==> config.mk <==
export PLATFORM = sky130hd
export DESIGN_NAME = display_power_config_regs
export DESIGN_NICKNAME = d
export VERILOG_FILES = /design/src/rtl/dpc_pkg.sv /design/src/rtl/pin_sync.sv /design/src/rtl/display_power_config_regs.sv
export VERILOG_INCLUDE_DIRS = /design/src /design/src/rtl
export SDC_FILE = /design/constraint.sdc
export NUM_CORES = 1
export LEC_CHECK = 0
export BUFFER_PORTS_ARGS = -buffer_cell sky130_fd_sc_hd__clkbuf_2
export CORE_UTILIZATION = 40
export DETAILED_ROUTE_END_ITERATION = 8
export PLACE_DENSITY = 0.64
export SLEW_MARGIN = 20
export SYNTH_ARGS = -nofsm -noshare
export SYNTH_HDL_FRONTEND = slang
export SYNTH_SLANG_ARGS = --single-unit
==> constraint.sdc <==
create_clock -name i_sys_clk -period 3.4 [get_ports i_sys_clk]
set_input_delay 0.68 -clock i_sys_clk [delete_from_list [all_inputs] [get_ports i_sys_clk]]
set_output_delay 0.68 -clock i_sys_clk [all_outputs]
set_load 0.02 [all_outputs]
==> src/rtl/dpc_consts.svh <==
// Behaviour
// - Identity register shows revision code high nibble, part code low; writes ignored.
// - Config bit 7 set reduces the bias boost switch current limit.
// - Config bit 6 set reduces the negative converter switch current limit.
// - Short threshold field: 00 off, 01 3V, 10 6V, 11 7.8V.
// - Config bit 3 picks backlight frequency: 0 2.2MHz default, 1 440kHz.
// - Config bit 2 set turns backlight spread spectrum off.
// - Config bit 1 picks bias frequency 2.2MHz or 420kHz; pumps stay 400kHz.
// - Config bit 0 set turns bias spread spectrum off.
// - Config resets to zero except short threshold field, which resets to 3.
// - Enable bit 6 switches the bias boost converter on and off.
// - Enable bit 5 switches positive source on, forcing bias boost on.
// - Enable bit 4 switches negative converter on, forcing bias boost on.
// - Enable bit 3 switches positive gate regulator on, forcing bias boost on.
// - Enable bit 2 switches negative gate regulator on, forcing bias boost on.
// - Enable register resets to all enables off with phase shift bit set.
// - Enable bit 1 starts backlight only after bias soft-start has finished.
// - Phase shift bit is sampled only at backlight start; later changes ignored.
// - Answers address 0x40/0x41 with strap low, 0x48/0x49 with strap high.
// - Chip-activate low for 25us resets interface and all registers.
`ifndef DPC_CONSTS_SVH
`define DPC_CONSTS_SVH

// Register offsets
`define REG_IDENT 8'h00
`define REG_CONFIG 8'h01
`define REG_ENABLES 8'h02
`define REG_PLUS 8'h03
`define REG_GATE_HI 8'h04
`define REG_GATE_LO 8'h05
`define REG_TRIM 8'h06
`define REG_STR_FLT 8'h07
`define REG_SUP_FLT 8'h08
`define REG_DEV_STAT 8'h09
`define REG_STR_MASK 8'h0A
`define REG_SUP_MASK 8'h0B
`define REG_THM_MASK 8'h0C
`define REG_COUNT 8'h0D

// Config fields
`define CFG_BOOST_LIM 7
`define CFG_NEG_LIM 6
`define CFG_SHORT_HI 5
`define CFG_SHORT_LO 4
`define CFG_BL_FREQ 3
`define CFG_BL_SPREAD 2
`define CFG_BIAS_FREQ 1
`define CFG_BIAS_SPREAD 0

// Enable fields
`define EN_BOOST 6
`define EN_POS 5
`define EN_NEG 4
`define EN_GATE_HI 3
`define EN_GATE_LO 2
`define EN_BACKLIGHT 1
`define EN_PHASE 0

// Reset values
`define RST_NONE 8'h00
`define RST_CONFIG 8'h30
`define RST_ENABLES 8'h01
`define RST_PLUS 8'h14
`define RST_GATE_HI 8'h00
`define RST_GATE_LO 8'h00
`define RST_TRIM 8'h00
`define RST_STR_MASK 8'h00
`define RST_SUP_MASK 8'h00
`define RST_THM_MASK 8'h00

// Writable bits
`define WM_NONE 8'h00
`define WM_CONFIG 8'hFF
`define WM_ENABLES 8'h7F
`define WM_PLUS 8'hFF
`define WM_GATE_HI 8'h3F
`define WM_GATE_LO 8'h1F
`define WM_TRIM 8'h7F
`define WM_STR_MASK 8'hFF
`define WM_SUP_MASK 8'hFF
`define WM_THM_MASK 8'h02

// Serial addresses, 7-bit
`define SLAVE_ADDR_LOW 7'h20
`define SLAVE_ADDR_HIGH 7'h24

// Timing
`define SYS_CLK_NS 4
`define EN_LOW_NS 25000
`define SPIKE_NS 50

`endif

==> src/rtl/dpc_pkg.sv <==
package dpc_pkg;

   typedef enum logic [3:0] {
      LINK_IDLE,
      LINK_ADDR,
      LINK_ADDR_ACK,
      LINK_PTR,
      LINK_PTR_ACK,
      LINK_WRITE,
      LINK_WRITE_ACK,
      LINK_READ,
      LINK_READ_ACK
   } link_state_t;

   typedef struct packed {
      logic boost_lim_low;
      logic neg_lim_low;
      logic [1:0] short_detect_level;
      logic backlight_freq_sel;
      logic backlight_spread_off;
      logic bias_freq_sel;
      logic bias_spread_off;
      logic bias_boost_rail_on;
      logic pos_on;
      logic neg_on;
      logic gate_high_on;
      logic gate_low_on;
      logic backlight_on;
      logic phase_shift;
   } rail_ctrl_t;

   typedef struct packed {
      logic [7:0] plus_rail;
      logic [5:0] gate_high;
      logic [4:0] gate_low;
      logic [6:0] string_trim;
      logic [7:0] string_masks;
      logic [7:0] supply_masks;
      logic [7:0] thermal_masks;
   } settings_t;

   typedef struct packed {
      logic [7:0] string_fault;
      logic [7:0] supply_fault;
      logic [7:0] device_status;
   } status_in_t;

endpackage

==> src/rtl/pin_sync.sv <==
`timescale 1ns/1ns
module pin_sync #(
   parameter int WIDTH = 1,
   parameter logic [WIDTH-1:0] RESET_VAL = '0
) (
   // Clock and reset
   input wire logic i_sys_clk,
   input wire logic i_reset_n,
   // Pins
   input wire logic [WIDTH-1:0] i_async,
   output logic [WIDTH-1:0] o_sync
);
   typedef struct packed {
      logic [WIDTH-1:0] meta;
      logic [WIDTH-1:0] stable;
   } sync_state_t;

   sync_state_t sync_q;
   sync_state_t sync_d;

   always_comb begin
      sync_d.meta = i_async;
      sync_d.stable = sync_q.meta;
   end

   always_ff @(posedge i_sys_clk or negedge i_reset_n) begin
      if (!i_reset_n) begin
         sync_q <= '{meta: RESET_VAL, stable: RESET_VAL};
      end else begin
         sync_q <= sync_d;
      end
   end

   assign o_sync = sync_q.stable;
endmodule

==> src/rtl/display_power_config_regs.sv <==
`timescale 1ns/1ns
`include "dpc_consts.svh"
module display_power_config_regs #(
   // Arbitrary identity values
   parameter logic [3:0] REVISION_CODE = 4'hA,
   parameter logic [3:0] PART_CODE = 4'h3,
   parameter int EN_LOW_CYCLES = (`EN_LOW_NS + `SYS_CLK_NS - 1) / `SYS_CLK_NS,
   parameter int SPIKE_CYCLES = (`SPIKE_NS + `SYS_CLK_NS - 1) / `SYS_CLK_NS
) (
   // Clock and reset
   input wire logic i_sys_clk,
   input wire logic i_reset_n,
   // Device pins
   input wire logic i_chip_active,
   input wire logic i_addr_sel,
   input wire logic i_scl,
   input wire logic i_sda,
   output logic o_sda_out,
   output logic o_sda_oe_n,
   // Analog side
   input wire logic i_bias_softstart_done,
   input wire dpc_pkg::status_in_t i_status,
   output dpc_pkg::rail_ctrl_t o_ctrl,
   output dpc_pkg::settings_t o_settings
);
   localparam int EN_W = $clog2(EN_LOW_CYCLES + 1);
   localparam int SP_W = $clog2(SPIKE_CYCLES + 1);
   localparam int SYNC_W = 29;

   localparam logic [12:0][7:0] REG_RST = {
      `RST_THM_MASK, `RST_SUP_MASK, `RST_STR_MASK,
      `RST_NONE, `RST_NONE, `RST_NONE,
      `RST_TRIM, `RST_GATE_LO, `RST_GATE_HI, `RST_PLUS,
      `RST_ENABLES, `RST_CONFIG, `RST_NONE
   };
   localparam logic [12:0][7:0] WR_MASK = {
      `WM_THM_MASK, `WM_SUP_MASK, `WM_STR_MASK,
      `WM_NONE, `WM_NONE, `WM_NONE,
      `WM_TRIM, `WM_GATE_LO, `WM_GATE_HI, `WM_PLUS,
      `WM_ENABLES, `WM_CONFIG, `WM_NONE
   };

   typedef struct packed {
      dpc_pkg::link_state_t st;
      logic [2:0] bits;
      logic [7:0] shift;
      logic [7:0] ptr;
      logic rw;
      logic nack;
      logic sda_oe_n;
      logic [1:0] filt;
      logic [1:0][SP_W-1:0] fcnt;
      logic [12:0][7:0] regs;
      logic bl_on;
      logic phase;
      logic [EN_W-1:0] en_cnt;
   } state_t;

   localparam state_t RST_STATE = '{
      st: dpc_pkg::LINK_IDLE,
      bits: '0,
      shift: '0,
      ptr: '0,
      rw: 1'b0,
      nack: 1'b0,
      sda_oe_n: 1'b1,
      filt: 2'h3,
      fcnt: '0,
      regs: REG_RST,
      bl_on: 1'b0,
      phase: 1'b0,
      en_cnt: '0
   };

   state_t state_q;
   state_t state_d;

   // Pin and analog synchronisers
   logic [SYNC_W-1:0] sync_out;
   logic s_en;
   logic s_addr;
   logic s_scl;
   logic s_sda;
   logic s_soft;
   dpc_pkg::status_in_t s_status;

   pin_sync #(
      .WIDTH(SYNC_W),
      .RESET_VAL({5'h1C, 24'h000000})
   ) u_pin_sync (
      .i_sys_clk(i_sys_clk),
      .i_reset_n(i_reset_n),
      .i_async({i_chip_active, i_scl, i_sda, i_addr_sel, i_bias_softstart_done, i_status}),
      .o_sync(sync_out)
   );

   assign {s_en, s_scl, s_sda, s_addr, s_soft, s_status} = sync_out;

   function automatic logic [7:0] read_reg(input logic [7:0] idx, input state_t q,
                                           input dpc_pkg::status_in_t st);
      logic [7:0] val;
      val = 8'h00;
      case (idx)
         `REG_IDENT: val = {REVISION_CODE, PART_CODE};
         `REG_STR_FLT: val = st.string_fault;
         `REG_SUP_FLT: val = st.supply_fault;
         `REG_DEV_STAT: val = st.device_status;
         default: begin
            if (idx < `REG_COUNT) begin
               val = q.regs[idx[3:0]] & WR_MASK[idx[3:0]];
            end
         end
      endcase
      return val;
   endfunction

   logic [1:0] raw;
   logic [1:0] f_next;
   logic scl_rise;
   logic scl_fall;
   logic start_cond;
   logic stop_cond;
   logic [6:0] my_addr;
   logic [7:0] rd_byte;
   logic [7:0] in_byte;
   logic [3:0] widx;
   logic bl_req;

   always_comb begin
      state_d = state_q;
      raw = {s_scl, s_sda};
      // Spike filter: a line level is taken only after staying put
      for (int i = 0; i < 2; i++) begin
         if (raw[i] == state_q.filt[i]) begin
            state_d.fcnt[i] = '0;
         end else if (state_q.fcnt[i] == SP_W'(SPIKE_CYCLES - 1)) begin
            state_d.fcnt[i] = '0;
            state_d.filt[i] = raw[i];
         end else begin
            state_d.fcnt[i] = state_q.fcnt[i] + SP_W'(1);
         end
      end
      f_next = state_d.filt;
      scl_rise = f_next[1] & ~state_q.filt[1];
      scl_fall = ~f_next[1] & state_q.filt[1];
      start_cond = f_next[1] & state_q.filt[1] & state_q.filt[0] & ~f_next[0];
      stop_cond = f_next[1] & state_q.filt[1] & ~state_q.filt[0] & f_next[0];
      my_addr = s_addr ? `SLAVE_ADDR_HIGH : `SLAVE_ADDR_LOW;
      rd_byte = read_reg(state_q.ptr, state_q, s_status);
      in_byte = {state_q.shift[6:0], f_next[0]};
      widx = state_q.ptr[3:0];

      if (start_cond) begin
         state_d.st = dpc_pkg::LINK_ADDR;
         state_d.bits = '0;
         state_d.sda_oe_n = 1'b1;
      end else if (stop_cond) begin
         state_d.st = dpc_pkg::LINK_IDLE;
         state_d.sda_oe_n = 1'b1;
      end else begin
         unique case (state_q.st)
            dpc_pkg::LINK_IDLE: begin
               state_d.sda_oe_n = 1'b1;
            end
            dpc_pkg::LINK_ADDR: begin
               if (scl_rise) begin
                  state_d.shift = in_byte;
                  state_d.bits = state_q.bits + 3'h1;
                  if (state_q.bits == 3'h7) begin
                     state_d.rw = f_next[0];
                     if (state_q.shift[6:0] == my_addr) begin
                        state_d.st = dpc_pkg::LINK_ADDR_ACK;
                     end else begin
                        state_d.st = dpc_pkg::LINK_IDLE;
                     end
                  end
               end
            end
            dpc_pkg::LINK_PTR, dpc_pkg::LINK_WRITE: begin
               if (scl_rise) begin
                  state_d.shift = in_byte;
                  state_d.bits = state_q.bits + 3'h1;
                  if (state_q.bits == 3'h7) begin
                     if (state_q.st == dpc_pkg::LINK_PTR) begin
                        state_d.ptr = in_byte;
                        state_d.st = dpc_pkg::LINK_PTR_ACK;
                     end else begin
                        // Identity and flag words carry no writable bits
                        if (state_q.ptr < `REG_COUNT) begin
                           state_d.regs[widx] = (state_q.regs[widx] & ~WR_MASK[widx])
                              | (in_byte & WR_MASK[widx]);
                        end
                        state_d.ptr = state_q.ptr + 8'h01;
                        state_d.st = dpc_pkg::LINK_WRITE_ACK;
                     end
                  end
               end
            end
            dpc_pkg::LINK_ADDR_ACK, dpc_pkg::LINK_PTR_ACK, dpc_pkg::LINK_WRITE_ACK: begin
               if (scl_fall) begin
                  if (state_q.sda_oe_n) begin
                     state_d.sda_oe_n = 1'b0;
                  end else begin
                     state_d.bits = '0;
                     state_d.sda_oe_n = 1'b1;
                     if (state_q.st == dpc_pkg::LINK_ADDR_ACK && state_q.rw) begin
                        state_d.st = dpc_pkg::LINK_READ;
                        state_d.shift = rd_byte;
                        state_d.sda_oe_n = rd_byte[7];
                        state_d.ptr = state_q.ptr + 8'h01;
                     end else begin
                        state_d.st = (state_q.st == dpc_pkg::LINK_ADDR_ACK)
                           ? dpc_pkg::LINK_PTR : dpc_pkg::LINK_WRITE;
                     end
                  end
               end
            end
            dpc_pkg::LINK_READ: begin
               if (scl_fall) begin
                  if (state_q.bits == 3'h7) begin
                     state_d.sda_oe_n = 1'b1;
                     state_d.st = dpc_pkg::LINK_READ_ACK;
                  end else begin
                     state_d.bits = state_q.bits + 3'h1;
                     state_d.shift = {state_q.shift[6:0], 1'b0};
                     state_d.sda_oe_n = state_q.shift[6];
                  end
               end
            end
            dpc_pkg::LINK_READ_ACK: begin
               if (scl_rise) begin
                  state_d.nack = f_next[0];
               end
               if (scl_fall) begin
                  if (state_q.nack) begin
                     state_d.st = dpc_pkg::LINK_IDLE;
                  end else begin
                     state_d.st = dpc_pkg::LINK_READ;
                     state_d.bits = '0;
                     state_d.shift = rd_byte;
                     state_d.sda_oe_n = rd_byte[7];
                     state_d.ptr = state_q.ptr + 8'h01;
                  end
               end
            end
         endcase
      end

      // Backlight start and phase sampling
      bl_req = state_q.regs[`REG_ENABLES][`EN_BACKLIGHT] & s_soft;
      state_d.bl_on = bl_req;
      if (bl_req && !state_q.bl_on) begin
         state_d.phase = state_q.regs[`REG_ENABLES][`EN_PHASE];
      end

      // Chip-activate held low clears interface and registers
      if (s_en) begin
         state_d.en_cnt = '0;
      end else if (state_q.en_cnt != EN_W'(EN_LOW_CYCLES)) begin
         state_d.en_cnt = state_q.en_cnt + EN_W'(1);
      end else begin
         state_d = RST_STATE;
         state_d.filt = state_q.filt;
         state_d.en_cnt = state_q.en_cnt;
      end
   end

   always_ff @(posedge i_sys_clk or negedge i_reset_n) begin
      if (!i_reset_n) begin
         state_q <= RST_STATE;
      end else begin
         state_q <= state_d;
      end
   end

   // Open-drain data line: only ever pulled low
   assign o_sda_out = 1'b0;
   assign o_sda_oe_n = state_q.sda_oe_n;

   logic [7:0] cfg;
   logic [7:0] ens;
   assign cfg = state_q.regs[`REG_CONFIG];
   assign ens = state_q.regs[`REG_ENABLES];

   always_comb begin
      o_ctrl.boost_lim_low = cfg[`CFG_BOOST_LIM];
      o_ctrl.neg_lim_low = cfg[`CFG_NEG_LIM];
      o_ctrl.short_detect_level = cfg[`CFG_SHORT_HI:`CFG_SHORT_LO];
      o_ctrl.backlight_freq_sel = cfg[`CFG_BL_FREQ];
      o_ctrl.backlight_spread_off = cfg[`CFG_BL_SPREAD];
      o_ctrl.bias_freq_sel = cfg[`CFG_BIAS_FREQ];
      o_ctrl.bias_spread_off = cfg[`CFG_BIAS_SPREAD];
      o_ctrl.pos_on = ens[`EN_POS];
      o_ctrl.neg_on = ens[`EN_NEG];
      o_ctrl.gate_high_on = ens[`EN_GATE_HI];
      o_ctrl.gate_low_on = ens[`EN_GATE_LO];
      o_ctrl.bias_boost_rail_on = ens[`EN_BOOST] | ens[`EN_POS] | ens[`EN_NEG]
         | ens[`EN_GATE_HI] | ens[`EN_GATE_LO];
      o_ctrl.backlight_on = state_q.bl_on;
      o_ctrl.phase_shift = state_q.phase;
   end

   always_comb begin
      o_settings.plus_rail = state_q.regs[`REG_PLUS];
      o_settings.gate_high = state_q.regs[`REG_GATE_HI][5:0];
      o_settings.gate_low = state_q.regs[`REG_GATE_LO][4:0];
      o_settings.string_trim = state_q.regs[`REG_TRIM][6:0];
      o_settings.string_masks = state_q.regs[`REG_STR_MASK];
      o_settings.supply_masks = state_q.regs[`REG_SUP_MASK];
      o_settings.thermal_masks = state_q.regs[`REG_THM_MASK];
   end
endmodule

* Yosys cells after proc, flatten, opt, wreduce, memory -nomap -nowiden *
Memories as Yosys holds them, arrays and structs flattened.
Index checks and enable logic that the tools add are counted.

cells by class
  $add $sub $neg = 5
  $lt $le $gt $ge = 3
  equality and inequality tests = 18
  mux-type cells = 78
  bitwise gates (word level) = 21
  reductions and logical operators = 9

operators with widths
  cell                                                                    number
  104-bit 2-to-1 mux                                                      7
  23-bit 2-to-1 mux                                                       13
  142-bit 2-to-1 mux                                                      2
  104-bit bitwise mux                                                     1
  15-bit one-hot mux with 5 select lines                                  1
  8-bit 2-to-1 mux                                                        6
  8-bit binary-select mux with 4-bit select                               1
  8-bit demux with 4-bit select                                           1
  4-bit 2-to-1 mux                                                        8
  8-bit one-hot mux with 4 select lines                                   1
  15-bit 2-to-1 mux                                                       2
  13-bit 2-to-1 mux                                                       2
  8-bit bitwise AND                                                       3
  8-bit one-hot mux with 3 select lines                                   1
  21-bit 2-to-1 mux                                                       1
  1-bit 2-to-1 mux                                                        19
  19-bit 2-to-1 mux                                                       1
  18-bit 2-to-1 mux                                                       1
  4-bit by 3-bit equality test with 1-bit output (second input constant)  4
  8-bit by 4-bit equality test with 1-bit output (second input constant)  2
  16-bit 2-to-1 mux                                                       1
  13-bit by 1-bit adder with 13-bit output (second input constant)        1
  13-bit != test (second input constant)                                  1
  4-bit equality test (second input constant)                             3
  29 further kinds                                                        51

word-level totals
  register bits = 213
  memory bits (read-only) = 128
  input port bits = 31
  output and inout bits = 67
  word-level logic and storage cells = 163
  memories kept = 1

memory list
  name             depth  width  read ports  clocked after Yosys merged registers in  wr ports  RTL line                          source
  (no name shown)  16     8      1           0                                        0         display_power_config_regs.sv:191  | (in_byte & WR_MASK[widx]);

* Depth between registers and ports, before layout *
Gate-level depths: netlist of the first run.

  depth in word-level cells = 16
  mapped depth = 13
  depth with buffers taken out = 8

* Modules after synthesis *
From an unflattened synthesis of the first run, not the netlist that was laid out.

second synthesis, totals
  cells, all modules = 1,096
  area total of the unflattened synthesis = 10,974.3 um2

by module, submodules not included
  module                     times used  cells an instance  area each (um2)  sequential area each (um2)
  display_power_config_regs  1           1,038              9,515.4          3,863.7
  pin_sync                   1           58                 1,458.9          1,458.9

* Worst setup path after synthesis of the first run *
Ideal clock, no wire load.

  kind = flip-flop to flip-flop
  start point = reg state_q[132] (netlist bit)
  end point = reg state_q, in the netlist ens[3]
  library setup time = 0.120 ns
  data arrival time = 2.556 ns
  data required time = 3.280 ns
  slack = 0.724 ns
  cell stages (with the launch flop) = 13
  path buffers = 5
  clock period less this slack = 2.676 ns
  path through = dfrtp_1 > buf_6 > buf_6 > buf_6 > inv_1 > ha_1 > nor2b_1 > clkbuf_1 > o31a_1 > buf_2 > o211ai_2 > nor2_1 > a31o_2

RTL lines
  what                    RTL line                          source
  from (decl)             display_power_config_regs.sv:75   state_t state_q;
  from (signal assigned)  display_power_config_regs.sv:272  state_q <= state_d;

==> results of run 1 <==
## metrics by stage
| stage | util (%) | hold slack (ps) | total power [mW] | area (um2) | worst slack (ps) |
|---|---|---|---|---|---|
| after floorplan | - | 331 | 2.66 | 11200 | 724 |
| after global placement | 42.9 | 333 | 2.75 | 11700 | 712 |
| after detailed placement | 42.9 | 335 | 2.75 | 11700 | 641 |
| after CTS | 45.6 | 135 | 5.27 | 12400 | 617 |
| after global routing | 45.6 | 149 | 5.40 | 12400 | 336 |
| final | 45.6 | 118 | 5.21 | 12400 | 513 |
## critical path: stages (launching register included)
cell,delay (ps)
dfrtp_1,470
inv_1,120
ha_1,180
nor2b_1,420
o31a_1,590
nand4_1,340
o211ai_2,310
nor2_1,110
a31o_2,230
## how the worst max path moves through the flow
stage / endpoint / slack (ps)
final: o_settings[38] / 510
after global routing: ens[2] / 340
after detailed placement: o_settings[19] / 640
after floorplan: ens[3] / 720
after CTS: o_settings[38] / 620
after global placement: state_q[71] / 710
## placed cells by master (no fill, tap or decap), types with 8 or more instances in the layout
| master | instances |
|---|---|
| inv_1 | 20 |
| a31o_2 | 22 |
| ha_1 | 14 |
| o21ai_0 | 49 |
| a22oi_1 | 21 |
| nand4_1 | 9 |
| mux4_2 | 11 |
| clkbuf_1 | 8 |
| nand3_1 | 41 |
| mux2_2 | 9 |
| a211oi_1 | 9 |
| nand2_1 | 97 |
| buf_4 | 38 |
| nor3_1 | 17 |
| xor2_1 | 10 |
| and3_1 | 20 |
| nor2_1 | 145 |
| dfrtp_1 | 197 |
| clkbuf_16 | 23 |
| dfstp_2 | 14 |
| o22ai_1 | 8 |
| mux2i_1 | 43 |
| nand2b_1 | 9 |
| a21oi_1 | 69 |
| clkbuf_2 | 95 |
## kinds of logic (layout without fill, tap and decap cells)
logic type	after synthesis	after routing	share of synthesized area [%]
fa+ha+maj	14	14	1.56
other cells	1	1	0.0334
flops	212	212	47.5
mux	64	64	7.15
compound gates	262	262	16.1
buf+inv	155	199	8.23
xor+xnor	17	17	1.33
simple gates	404	404	18.2
## final cells by class
type | instances | share of cell area (%)
clock inverter | 6 | 0.704
multi-input combinational | 762 | 40.0
tap | 372 | 3.74
timing repair buffer | 137 | 6.72
inverter | 20 | 0.604
clock buffer | 36 | 5.42
sequential | 212 | 42.8
## sequential cells by signal, summed over array words and instances (netlist names)
name	count
state_q	78
o_settings	50
u_pin_sync.o_sync	29
u_pin_sync.sync_d	29
cfg	8
ens	8
in_byte	7
o_ctrl	2
o_sda_oe_n	1
## routing by layer
layer	global-route usage, %	up-vias
met5	0	-
met4	6.15	0
met3	3.50	50
met2	32.7	357
met1	32.1	4313
li1	-	4039
## power by group
group	switching, mW	leakage, nW	internal (mW)
combinational	0.0710	2.42	0.0342
sequential	0.0251	2.78	2.57
clock	0.995	0.374	1.51
==> results by stage, run 1 <==
Status:
- The flow ran to the end, and the final reports show no timing, DRC or antenna violations.

Clock tree:
- Once the clock tree was built, the setup fixing pass inserted 0 buffers.
- The post-cts hold buffer count is 0.
- The clock insertion delay at the later pin of the skew report is 520 ps.
- The number of buffers inserted during clock tree synthesis is 23.
- The number of sinks driven by the clock tree is 212.
- The post-cts sizing count is 0.
- The buffer depth of the longest clock path is 3.
- CTS placed an instance of clkbuf_16 at the clock tree root.
- Clock-pin slew was measured on the worst setup and hold paths at 60 ps.
- The H-tree depth is 1.
- The CTS tree is yes.

Placed design:
- The placed instance count is 1503.
- The placer congestion estimate is 0.930.
- The number of port buffers is 96.
- The estimated wirelength of the detail-placed design is 21.7 mm.

Drt:
- Before antenna repair, the detailed router went through 7 iterations.
- Wire segments on met2 add up to 13.5 mm in the final route.
- The post-detailed-route count of antenna-violating nets is 0.
- The number of vias per cell after detailed routing is 5.67.
- The wire length on met3 is 2.15 mm.
- For this block, wires on met1 add up to 14.4 mm.
- The uppermost layer routed is met4.
- After the first detailed-routing iteration, the DRC count stood at 771.
- After detailed routing, the number of remaining DRC violations is 0.
- Across all layers, the routed design uses 8759 vias.
- Dividing the detail-routed wire length by the instance count gives 19.8 um.
- The total wirelength of the detailed-routed design is 30.6 mm.

Finish:
- The fraction of layout cells with a size suffix above 1 is 22.3%.
- The final net count is 1201.
- The area added between synthesis and finish is 10.9%.
- The number of inserted filler cells in the final layout is 2591.
- The count of non-filler cells in the finished layout is 1545.
- The footprint of the flip-flops and latches is 5320 um2.
- In the final layout, the multi-input gates occupy 4980 um2.
- The total inserted antenna cells is 0.

STA:
- Derived from the worst setup path, the maximum achievable clock frequency is 346 MHz.
- In the final timing run, aggregate negative setup slack is 0 ps.
- The number of setup violations in the final report is 0.
- The final count of pins violating max slew is 0.
- Setup repair after global routing left no endpoint under its margin.
- The total count of hold-check failures in the final report is 0.
- For the pin with the worst max-slew slack, the measured transition is 1060 ps.
- Counting I/O delays and the setup requirement, the final critical path takes 2890 ps.
- The worst clock skew is 26.0 ps.
- In the finished design, the share of the clock period the worst path needs comes to 84.9%.
- The tightest slew margin relative to the limit is 29.0%.

Hold path:
- The worst min-delay path category is in2async.

Floorplanning:
- During I/O placement, the number of pins put on the boundary was 98.
- The x dimension of the die is 169 um.
- Once the floorplan was initialized, standard cells occupied 41.2% of the core.
- After floorplanning, the core was sized to cover 27300 um2.
- The height of the die is 169 um.
- The floorplan step defined a die boundary enclosing 28700 um2.
- The standard-cell row count is 60.

Yosys:
- Synthesis handed over a netlist of 1129 instances.
- Of all flip-flops after synthesis, the portion carrying an async set or reset was 100%.
- The commonest cells after synthesis are 198 x dfrtp_1, 146 x nor2_1, 97 x nand2_1.
- The proportion of netlist area held by the largest area contributor is 44.2%.
- The proportion of synthesized chip area in sequential cells is 47.5%.
- The synthesized netlist occupies a cell area of 11200 um2.
- In this run, synthesis produced a sequential element count of 212.
- The net count of the mapped netlist is 1174.
- The most used flip-flop cell after synthesis is dfrtp_1.
- By area the synthesized netlist is led by dfrtp_1 44%, nor2_1 4.9%, buf_4 4.5%.
- During synthesis, Yosys emitted a total of 0 warnings.
- The mean cell area of the mapped netlist is 9.93 um2.
- The synthesized design spends more area on one cell type than any other, namely dfrtp_1.
- In the post-synthesis netlist, the cell with the most instances is dfrtp_1.
- The number of synthesized flops with an enable pin is 0.
- The number of different library cells in the post-synthesis netlist is 94.

Setup path:
- The worst register-to-register path begins at state_q[133].
- The worst path arrival time is 3290 ps.
- The critical-path maximum fanout is 11.
- In this run the worst setup path begins at state_q[133].
- STA classifies the critical path endpoint as a flip-flop.
- The worst reg-to-reg path cell count is 8.
- The endpoint of the worst register-to-register path is o_settings[38].
- At the worst endpoint, the required time is 3800 ps.
- The kind of critical path is reg2reg.
- The setup slack of the worst register-to-register path is 510 ps.
- The launching element type of the critical path is a flip-flop.

Global routing:
- The first global-routing pass estimated 48.7 mm of wire.
- The number of global-route vias before repair was 8519.
- The total overflow left after global routing is 0.
- The number of antenna violations at the first check in global routing came to 0.
- The aggregate global-route resource usage is 21.7%.
- Entering global routing, the biggest net connects 80 pins.

Pwr:
- The areal power density over the cells is 419 nW/um2.
- The leakage power is 5.57 nW.
- VDD sags by at most 0.421 mV.

Run:
- The max-capacitance violation count is 0.
Note: power is estimated with default switching activity, not from simulation.
==> inputs of run 2 (changes only) <==
PLACE_DENSITY = 0.66   (was 0.64)
clock period = 2.4 ns   (was 3.4 ns; I/O delays follow)
==> run 2 against run 1 <==
Against the previous run:
- the run now ends with negative setup slack left
- total power increased by 45%
- core utilization up 4.7 points
- die area stayed put
- sequential cell count unchanged
- maximum frequency up 20%
- highest routed layer unchanged
==> results by stage, run 2 (synthesized netlist as in run 1, its figures left out) <==
Status:
- The run finished, with violations left.
- The checks that failed: negative setup slack.

Pwr:
- The total power came to 7.58 mW (+45%).
- The leakage power is 6.26 nW (+12%).
- The worst IR drop on VDD is 0.466 mV (+11%).
- The areal power density over the cells is 552 nW/um2 (+32%).

Finish:
- The total inserted antenna cells is 0 (unchanged).
- Leaving out fill and tap cells, the most frequent cell in the layout is dfrtp_1.
- The area added between synthesis and finish is 22.4%.
- The fraction of layout cells with a size suffix above 1 is 32.1% (+9.8 points).
- The post-route core utilization is 50.4% (+4.7 points).
- The register bank with the most flops is state_q.
- The number of inserted filler cells in the final layout is 2504 (-3.4%).
- The final net count is 1328 (+11%).
- The top cell types in the final layout, fill and taps aside, are 195 x dfrtp_1, 148 x buf_4, 140 x nor2_1, 97 x nand2_1, 95 x clkbuf_2.
- The flip-flop count of the largest register, all copies and words added is 78 (unchanged).

STA:
- The final count of pins violating max slew is 0 (unchanged).
- The number of setup violations in the final report is 1 (+1).
- The final worst-path setup slack is -2.34 ps (-516 ps).
- The final hold slack is 29.6 ps (-88.5 ps).
- Setup repair after global routing could not meet its margin everywhere.
- The tightest slew margin relative to the limit was 61.2% (+32 points).
- The pin slew with the least headroom to its limit is 578 ps (-482 ps).
- The total count of hold-check failures in the final report is 0 (unchanged).
- The share of the cycle needed by the critical path after routing came to 100% (+15 points).
- The highest clock frequency the design can meet is 416 MHz (+20%).
- The worst clock skew is 46.6 ps (+20.6 ps).
- The minimum clock period is 2400 ps (-484 ps).

Clock tree:
- The number of sinks driven by the clock tree is 212 (unchanged).
- The register clock-pin slew on the reported worst setup and hold paths is 60 ps (about the same).
- The number of buffers inserted during clock tree synthesis is 24 (+4.3%).
- The buffer depth of the longest clock path is 3 (unchanged).
- The clock insertion delay at the later pin of the skew report came to 560 ps (+40 ps).
- The H-tree depth is 1 (unchanged).
- TritonCTS built the clock tree.
- The tree is rooted in a clkbuf_16.

Setup path:
- STA classifies the critical path startpoint as a flip-flop.
- The critical path starts at state_q[132].
- The launching point of the worst reg2reg path is state_q[132].
- The type of destination of the critical path is a flip-flop.
- The worst setup path is of the reg2reg kind.
- The delay contributed by the slowest stage of the critical path was 450 ps (-140 ps).
- The setup slack of the worst register-to-register path is -2 ps (-520 ps).
- The critical-path maximum fanout is 16 (+5).
- The cell at the slowest stage of the critical path is dfrtp_2.
- The family with the most delay on the worst path is compound AO/OA/AOI/OAI gates.
- The number of buffers and inverters on the critical path came to 3 (+2).
- The required time of the critical path was 2810 ps (-990 ps).
- The critical path goes through buf_12 > inv_4 > ha_4 > nor2b_2 > o31a_1 > buf_4 > o211ai_2 > nor2_1 > a31o_2.
- The worst path arrival time was 2810 ps (-480 ps).

Placed design:
- The placer congestion estimate is 0.979 (+5.3%).
- The estimated wirelength of the detail-placed design is 25.1 mm (+15%).
- The number of port buffers was 96 (unchanged).

Hold path:
- The startpoint of the worst hold path is i_addr_sel.
- The worst min-delay path category is in2reg.

Drt:
- The total via count after detailed routing was 9397 (+7.3%).
- The initial DRC count is 992 (+29%).
- The DRC violations left is 0 (unchanged).
- The post-detailed-route wirelength per cell is 20.6 um (+4.2%).
- The post-detailed-route count of antenna-violating nets is 0 (unchanged).
- The detailed-router iteration count before antenna repair is 5 (-2).
- The total wirelength of the detailed-routed design is 34.5 mm (+13%).
- The number of vias per cell after detailed routing was 5.62 (-0.92%).

Global routing:
- The aggregate global-route resource usage is 24.1% (+2.4 points).
- The number of global-route vias before repair was 9181 (+7.8%).
- The number of antenna violations at the first check in global routing is 0 (unchanged).
- The overflow left after global routing was 0 (unchanged).
- The largest net degree at the start of global routing is 66 (-18%).
- The global-route wire length before repair was 53.3 mm (+9.3%).

Floorplanning:
- The area of the die is 28700 um2 (unchanged).
- The effective utilization at floorplan is 41.2% (unchanged).
- The x dimension of the die was 169 um (unchanged).
- The core outline area is 27300 um2 (unchanged).
- The height of the die is 169 um (unchanged).
- The top-level port count came to 98 (unchanged).
- The standard-cell row count is 60 (unchanged).

Run:
- The max-capacitance violation count came to 0 (unchanged).
## run 2: cell count changes in the layout (fill, tap and decap cells not counted), sizes merged
cell	change
buf	+124
o211ai	+1
dlygate4sd3	+1
clkinvlp	+4
clkbuf	-5
clkinv	+3
## run 2: area by class of cell
| cell class | count | area, um2 | area share, % |
|---|---|---|---|
| clock inverter | 13 | 158 | 1.15 |
| tap | 372 | 465 | 3.39 |
| multi-input combinational | 763 | 5140 | 37.4 |
| inverter | 20 | 77.6 | 0.565 |
| sequential | 212 | 5330 | 38.8 |
| clock buffer | 31 | 647 | 4.71 |
| timing repair buffer | 262 | 1920 | 14.0 |
## run 2: timing repair
item,4_1_cts,5_1_grt
setup endpoints to repair,24,70
gates resized for setup,6,30
hold buffers,1,0
pin swaps,1,14
buffers inserted,2,10
hold endpoints to repair,57,0
cloned,0,1
## run 2: path summary, 6_finish.rpt
kind,to,cells after the start
min in group asynchronous,o_settings[49],2
hold / removal,u_pin_sync.sync_d[25],1
hold reg to reg,u_pin_sync.o_sync[7],0
setup / recovery,o_settings[19],9
setup reg to reg,o_settings[19],9
max in group asynchronous,o_sda_oe_n,3
## run 2: metrics by stage
stage	setup slack [ps]	setup TNS, ps	cell area (um2)	instances
final	-2.34	-2.34	13700	1673
after global routing	-37.8	-128	13700	1673
after detailed placement	-158	-1090	12700	1615
after global placement	-196	-466	12700	1615
after floorplan	-116	-1810	11300	1129
after CTS	3.81	0	13500	1662
## run 2: power breakdown
group / internal (mW) / switching, mW
combinational: 0.0631 / 0.112
sequential: 3.64 / 0.0291
clock: 2.15 / 1.58
## run 2: per-layer routing
layer | GRT usage [%] | wire length [um] | vias up
met5 | 0 | 0 | -
met3 | 4.69 | 2510 | 75
met1 | 33.3 | 15200 | 4625
li1 | - | - | 4295
met4 | 8.46 | 1120 | 0
met2 | 37.7 | 15800 | 402
==> inputs of run 3 (changes only) <==
CELL_PAD_IN_SITES_DETAIL_PLACEMENT = 1   (was default)
CELL_PAD_IN_SITES_GLOBAL_PLACEMENT = 1   (was default)
PLACE_DENSITY = 0.8   (was 0.66)
==> run 3 against run 2 <==
Against the previous run:
- die area unchanged
- first-iteration DRC count down 20%
- the run still ends with negative setup slack left
- critical path type unchanged
- global-route usage up 2.8 points
- worst setup slack lost 37 ps
- combinational power up 6%
- largest power group unchanged
==> results by stage, run 3 (synthesized netlist as in run 1, its figures left out) <==
Finish:
- The area added between synthesis and finish came to 22.4% (about the same).
- The library cell used most frequently in the layout, excluding fill and tap cells, is dfrtp_1.
- Leaving out fill and tap cells, the most frequent cells in the layout are 194 x dfrtp_1, 142 x nor2_1, 124 x buf_4, 95 x nand2_1, 95 x clkbuf_2.
- The flip-flop count of the largest register, all copies and words added was 78 (unchanged).
- state_q holds more flip-flops than any other register.
- The post-route core utilization is 50.4% (about the same).
- The fraction of layout cells with a size suffix above 1 was 31.9% (-0.25 points).
- The final net count is 1309 (-1.4%).

Drt:
- The total via count after detailed routing is 10000 (+6.5%).
- The total wirelength of the detailed-routed design is 40.7 mm (+18%).
- The initial DRC count is 793 (-20%).
- The DRC violations left is 0 (unchanged).
- The post-detailed-route wirelength per cell is 24.6 um (+19%).
- The detailed-router iteration count before antenna repair is 5 (unchanged).
- The number of vias per cell after detailed routing is 6.05 (+7.8%).
- The post-detailed-route count of antenna-violating nets is 0 (unchanged).

Floorplanning:
- The x dimension of the die is 169 um (unchanged).
- The area of the die is 28700 um2 (unchanged).
- The height of the die is 169 um (unchanged).
- The top-level port count was 98 (unchanged).
- The core outline area is 27300 um2 (unchanged).
- The standard-cell row count came to 60 (unchanged).
- The effective utilization at floorplan came to 41.2% (unchanged).

Placed design:
- The number of port buffers is 96 (unchanged).
- The worst slack after detailed placement was -140 ps (+17.6 ps).
- The estimated wirelength of the detail-placed design is 27.2 mm (+8.3%).
- The placer congestion estimate is 0.915 (-6.6%).

Clock tree:
- The register clock-pin slew on the reported worst setup and hold paths came to 70 ps (about the same).
- The number of buffers inserted during clock tree synthesis is 24 (unchanged).
- The buffer depth of the longest clock path came to 3 (unchanged).
- The clock insertion delay at the later pin of the skew report is 530 ps (-30 ps).
- The tree is rooted in a clkbuf_16.
- The H-tree depth is 1 (unchanged).
- The CTS tree is yes.
- The number of sinks driven by the clock tree is 212 (unchanged).

Setup path:
- The cell at the slowest stage of the critical path is dfrtp_1.
- The kind of critical path is reg2reg.
- The worst setup path is launched from a flip-flop.
- Traced cell by cell, the critical path runs through buf_4 > and4bb_2 > and4_1 > buf_4 > nand3_1 > buf_4 > a31o_2.
- The required time of the critical path is 2810 ps (about the same).
- The delay contributed by the slowest stage of the critical path is 520 ps (+70 ps).
- The cell that appears most often on the critical path is buf_4.
- Grouping stages by cell kind, the critical path spends the most delay in simple AND/OR/NAND/NOR gates.
- The worst path arrival time is 2850 ps (+40 ps).
- The critical-path maximum fanout is 11 (-5).
- The setup slack of the worst register-to-register path was -40 ps (-40 ps).
- The worst setup path is captured at a flip-flop.
- The number of buffers and inverters on the critical path came to 3 (unchanged).

STA:
- The number of setup violations in the final report came to 8 (+7).
- The total count of hold-check failures in the final report was 0 (unchanged).
- The pin slew with the least headroom to its limit came to 558 ps (-19.2 ps).
- The tightest slew margin relative to the limit is 62.7% (+1.4 points).
- The minimum clock period was 2440 ps (+36.8 ps).
- The final hold slack is 38.1 ps (+8.54 ps).
- The final count of pins violating max slew is 0 (unchanged).
- The final worst-path setup slack came to -39.2 ps (-36.8 ps).
- The summed negative setup slack over all endpoints is -144 ps (-142 ps).
- The worst clock skew is 20.6 ps (-25.9 ps).
- The share of the cycle needed by the critical path after routing is 102% (+1.5 points).
- The highest clock frequency the design can meet was 410 MHz (-1.5%).

Pwr:
- The proportion of power drawn by flip-flops and latches came to 47.3% (-1.1 points).
- The part of the power in the clock network was 50.3% (+1.0 points).
- The total internal power is 6.08 mW (+3.9%).
- The power spent charging and discharging nets was 1.69 mW (-1.7%).
- The share of total power in combinational logic is 2.4% (about the same).
- The worst IR drop on VDD is 0.504 mV (+8.1%).
- The share of total power consumed by net switching is 21.8% (-0.96 points).
- The leakage power was 6.22 nW (-0.62%).
- The areal power density over the cells is 566 nW/um2 (+2.6%).

Hold path:
- The worst min-delay path category is in2reg.

Global routing:
- The number of global-route vias before repair is 10300 (+12%).
- The overflow left after global routing is 0 (unchanged).
- The largest net degree at the start of global routing is 57 (-14%).
- The aggregate global-route resource usage is 26.9% (+2.8 points).
- The global-route wire length before repair came to 59.7 mm (+12%).
- The number of antenna violations at the first check in global routing came to 1 (+1).

Status:
- The run finished, with violations left.
- The final reports fail on negative setup slack.

Run:
- The max-capacitance violation count is 0 (unchanged).
[run 3: cell types whose count changed in the layout (fill, tap and decap cells not counted), moves of 3 or more]
cell	before	now
nor2_2	7	4
buf_12	13	16
buf_4	148	124
clkbuf_8	2	5
o21ai_1	6	3
clkinvlp_4	4	1
[run 3: repair_timing]
item / in CTS / in global routing
endpoints found under the hold margin: 45 / 0
cloned: 0 / 3
setup buffers: 0 / 17
hold buffers: 1 / 0
setup endpoints to repair: 3 / 64
gates resized for setup: 4 / 41
pin swaps: 2 / 11
[run 3: path summary, 6_finish.rpt]
| kind | from | endpoint | cells after the start |
|---|---|---|---|
| max in group asynchronous | i_reset_n | o_settings[44] | 3 |
| worst min-delay path | i_chip_active | u_pin_sync.sync_d[28] | 1 |
| worst max register to register | state_q[151] | o_settings[40] | 7 |
| worst max-delay path | state_q[151] | o_settings[40] | 7 |
| min in group asynchronous | i_reset_n | state_q[8] | 2 |
| worst min register to register | u_pin_sync.sync_d[7] | u_pin_sync.o_sync[7] | 0 |
[run 3: worst reg2reg max path: stages (launching register included)]
cell and delay [ps]:
dfrtp_1 520, buf_4 240, and4bb_2 310, and4_1 290
buf_4 200, nand3_1 230, buf_4 260, a31o_2 270
[run 3: power by group through the flow]
stage / registers (mW) / clock network [mW] / logic (mW)
2_1_floorplan: 3.73 / 0 / 0.0442
5_1_grt: 3.68 / 4.08 / 0.211
3_5_place_dp: 3.74 / 0 / 0.185
4_1_cts: 3.68 / 3.94 / 0.189
3_3_place_gp: 3.74 / 0 / 0.178
6_report: 3.68 / 3.91 / 0.185
[run 3: metal layers]
layer,vias to the layer above,global-route usage (%),share of wire (%),wire (um)
met1,5077,34.6,40,16200
met5,-,0,0,0
li1,4247,-,-,-
met3,173,4.31,7.1,2890
met4,0,11.8,5.4,2220
met2,511,44.8,48,19400
[run 3: area by class of cell]
class                           count  area [um2]
Fill cell                        3002       13500
Sequential cell                   212        5330
Multi-Input combinational cell    763        5190
Timing Repair Buffer              243        1830
Clock buffer                       33         706
Tap cell                          372         465
Clock inverter                      9         126
Inverter                           20        77.6
Antenna cell                        1        2.50
[run 3: through the flow]
stage | total power, mW | cell area (um2) | cells
after floorplan | 3.77 | 11300 | 1129
after global placement | 3.91 | 12500 | 1589
after detailed placement | 3.92 | 12500 | 1589
after CTS | 7.80 | 13400 | 1632
after global routing | 7.98 | 13700 | 1652
final | 7.77 | 13700 | 1653
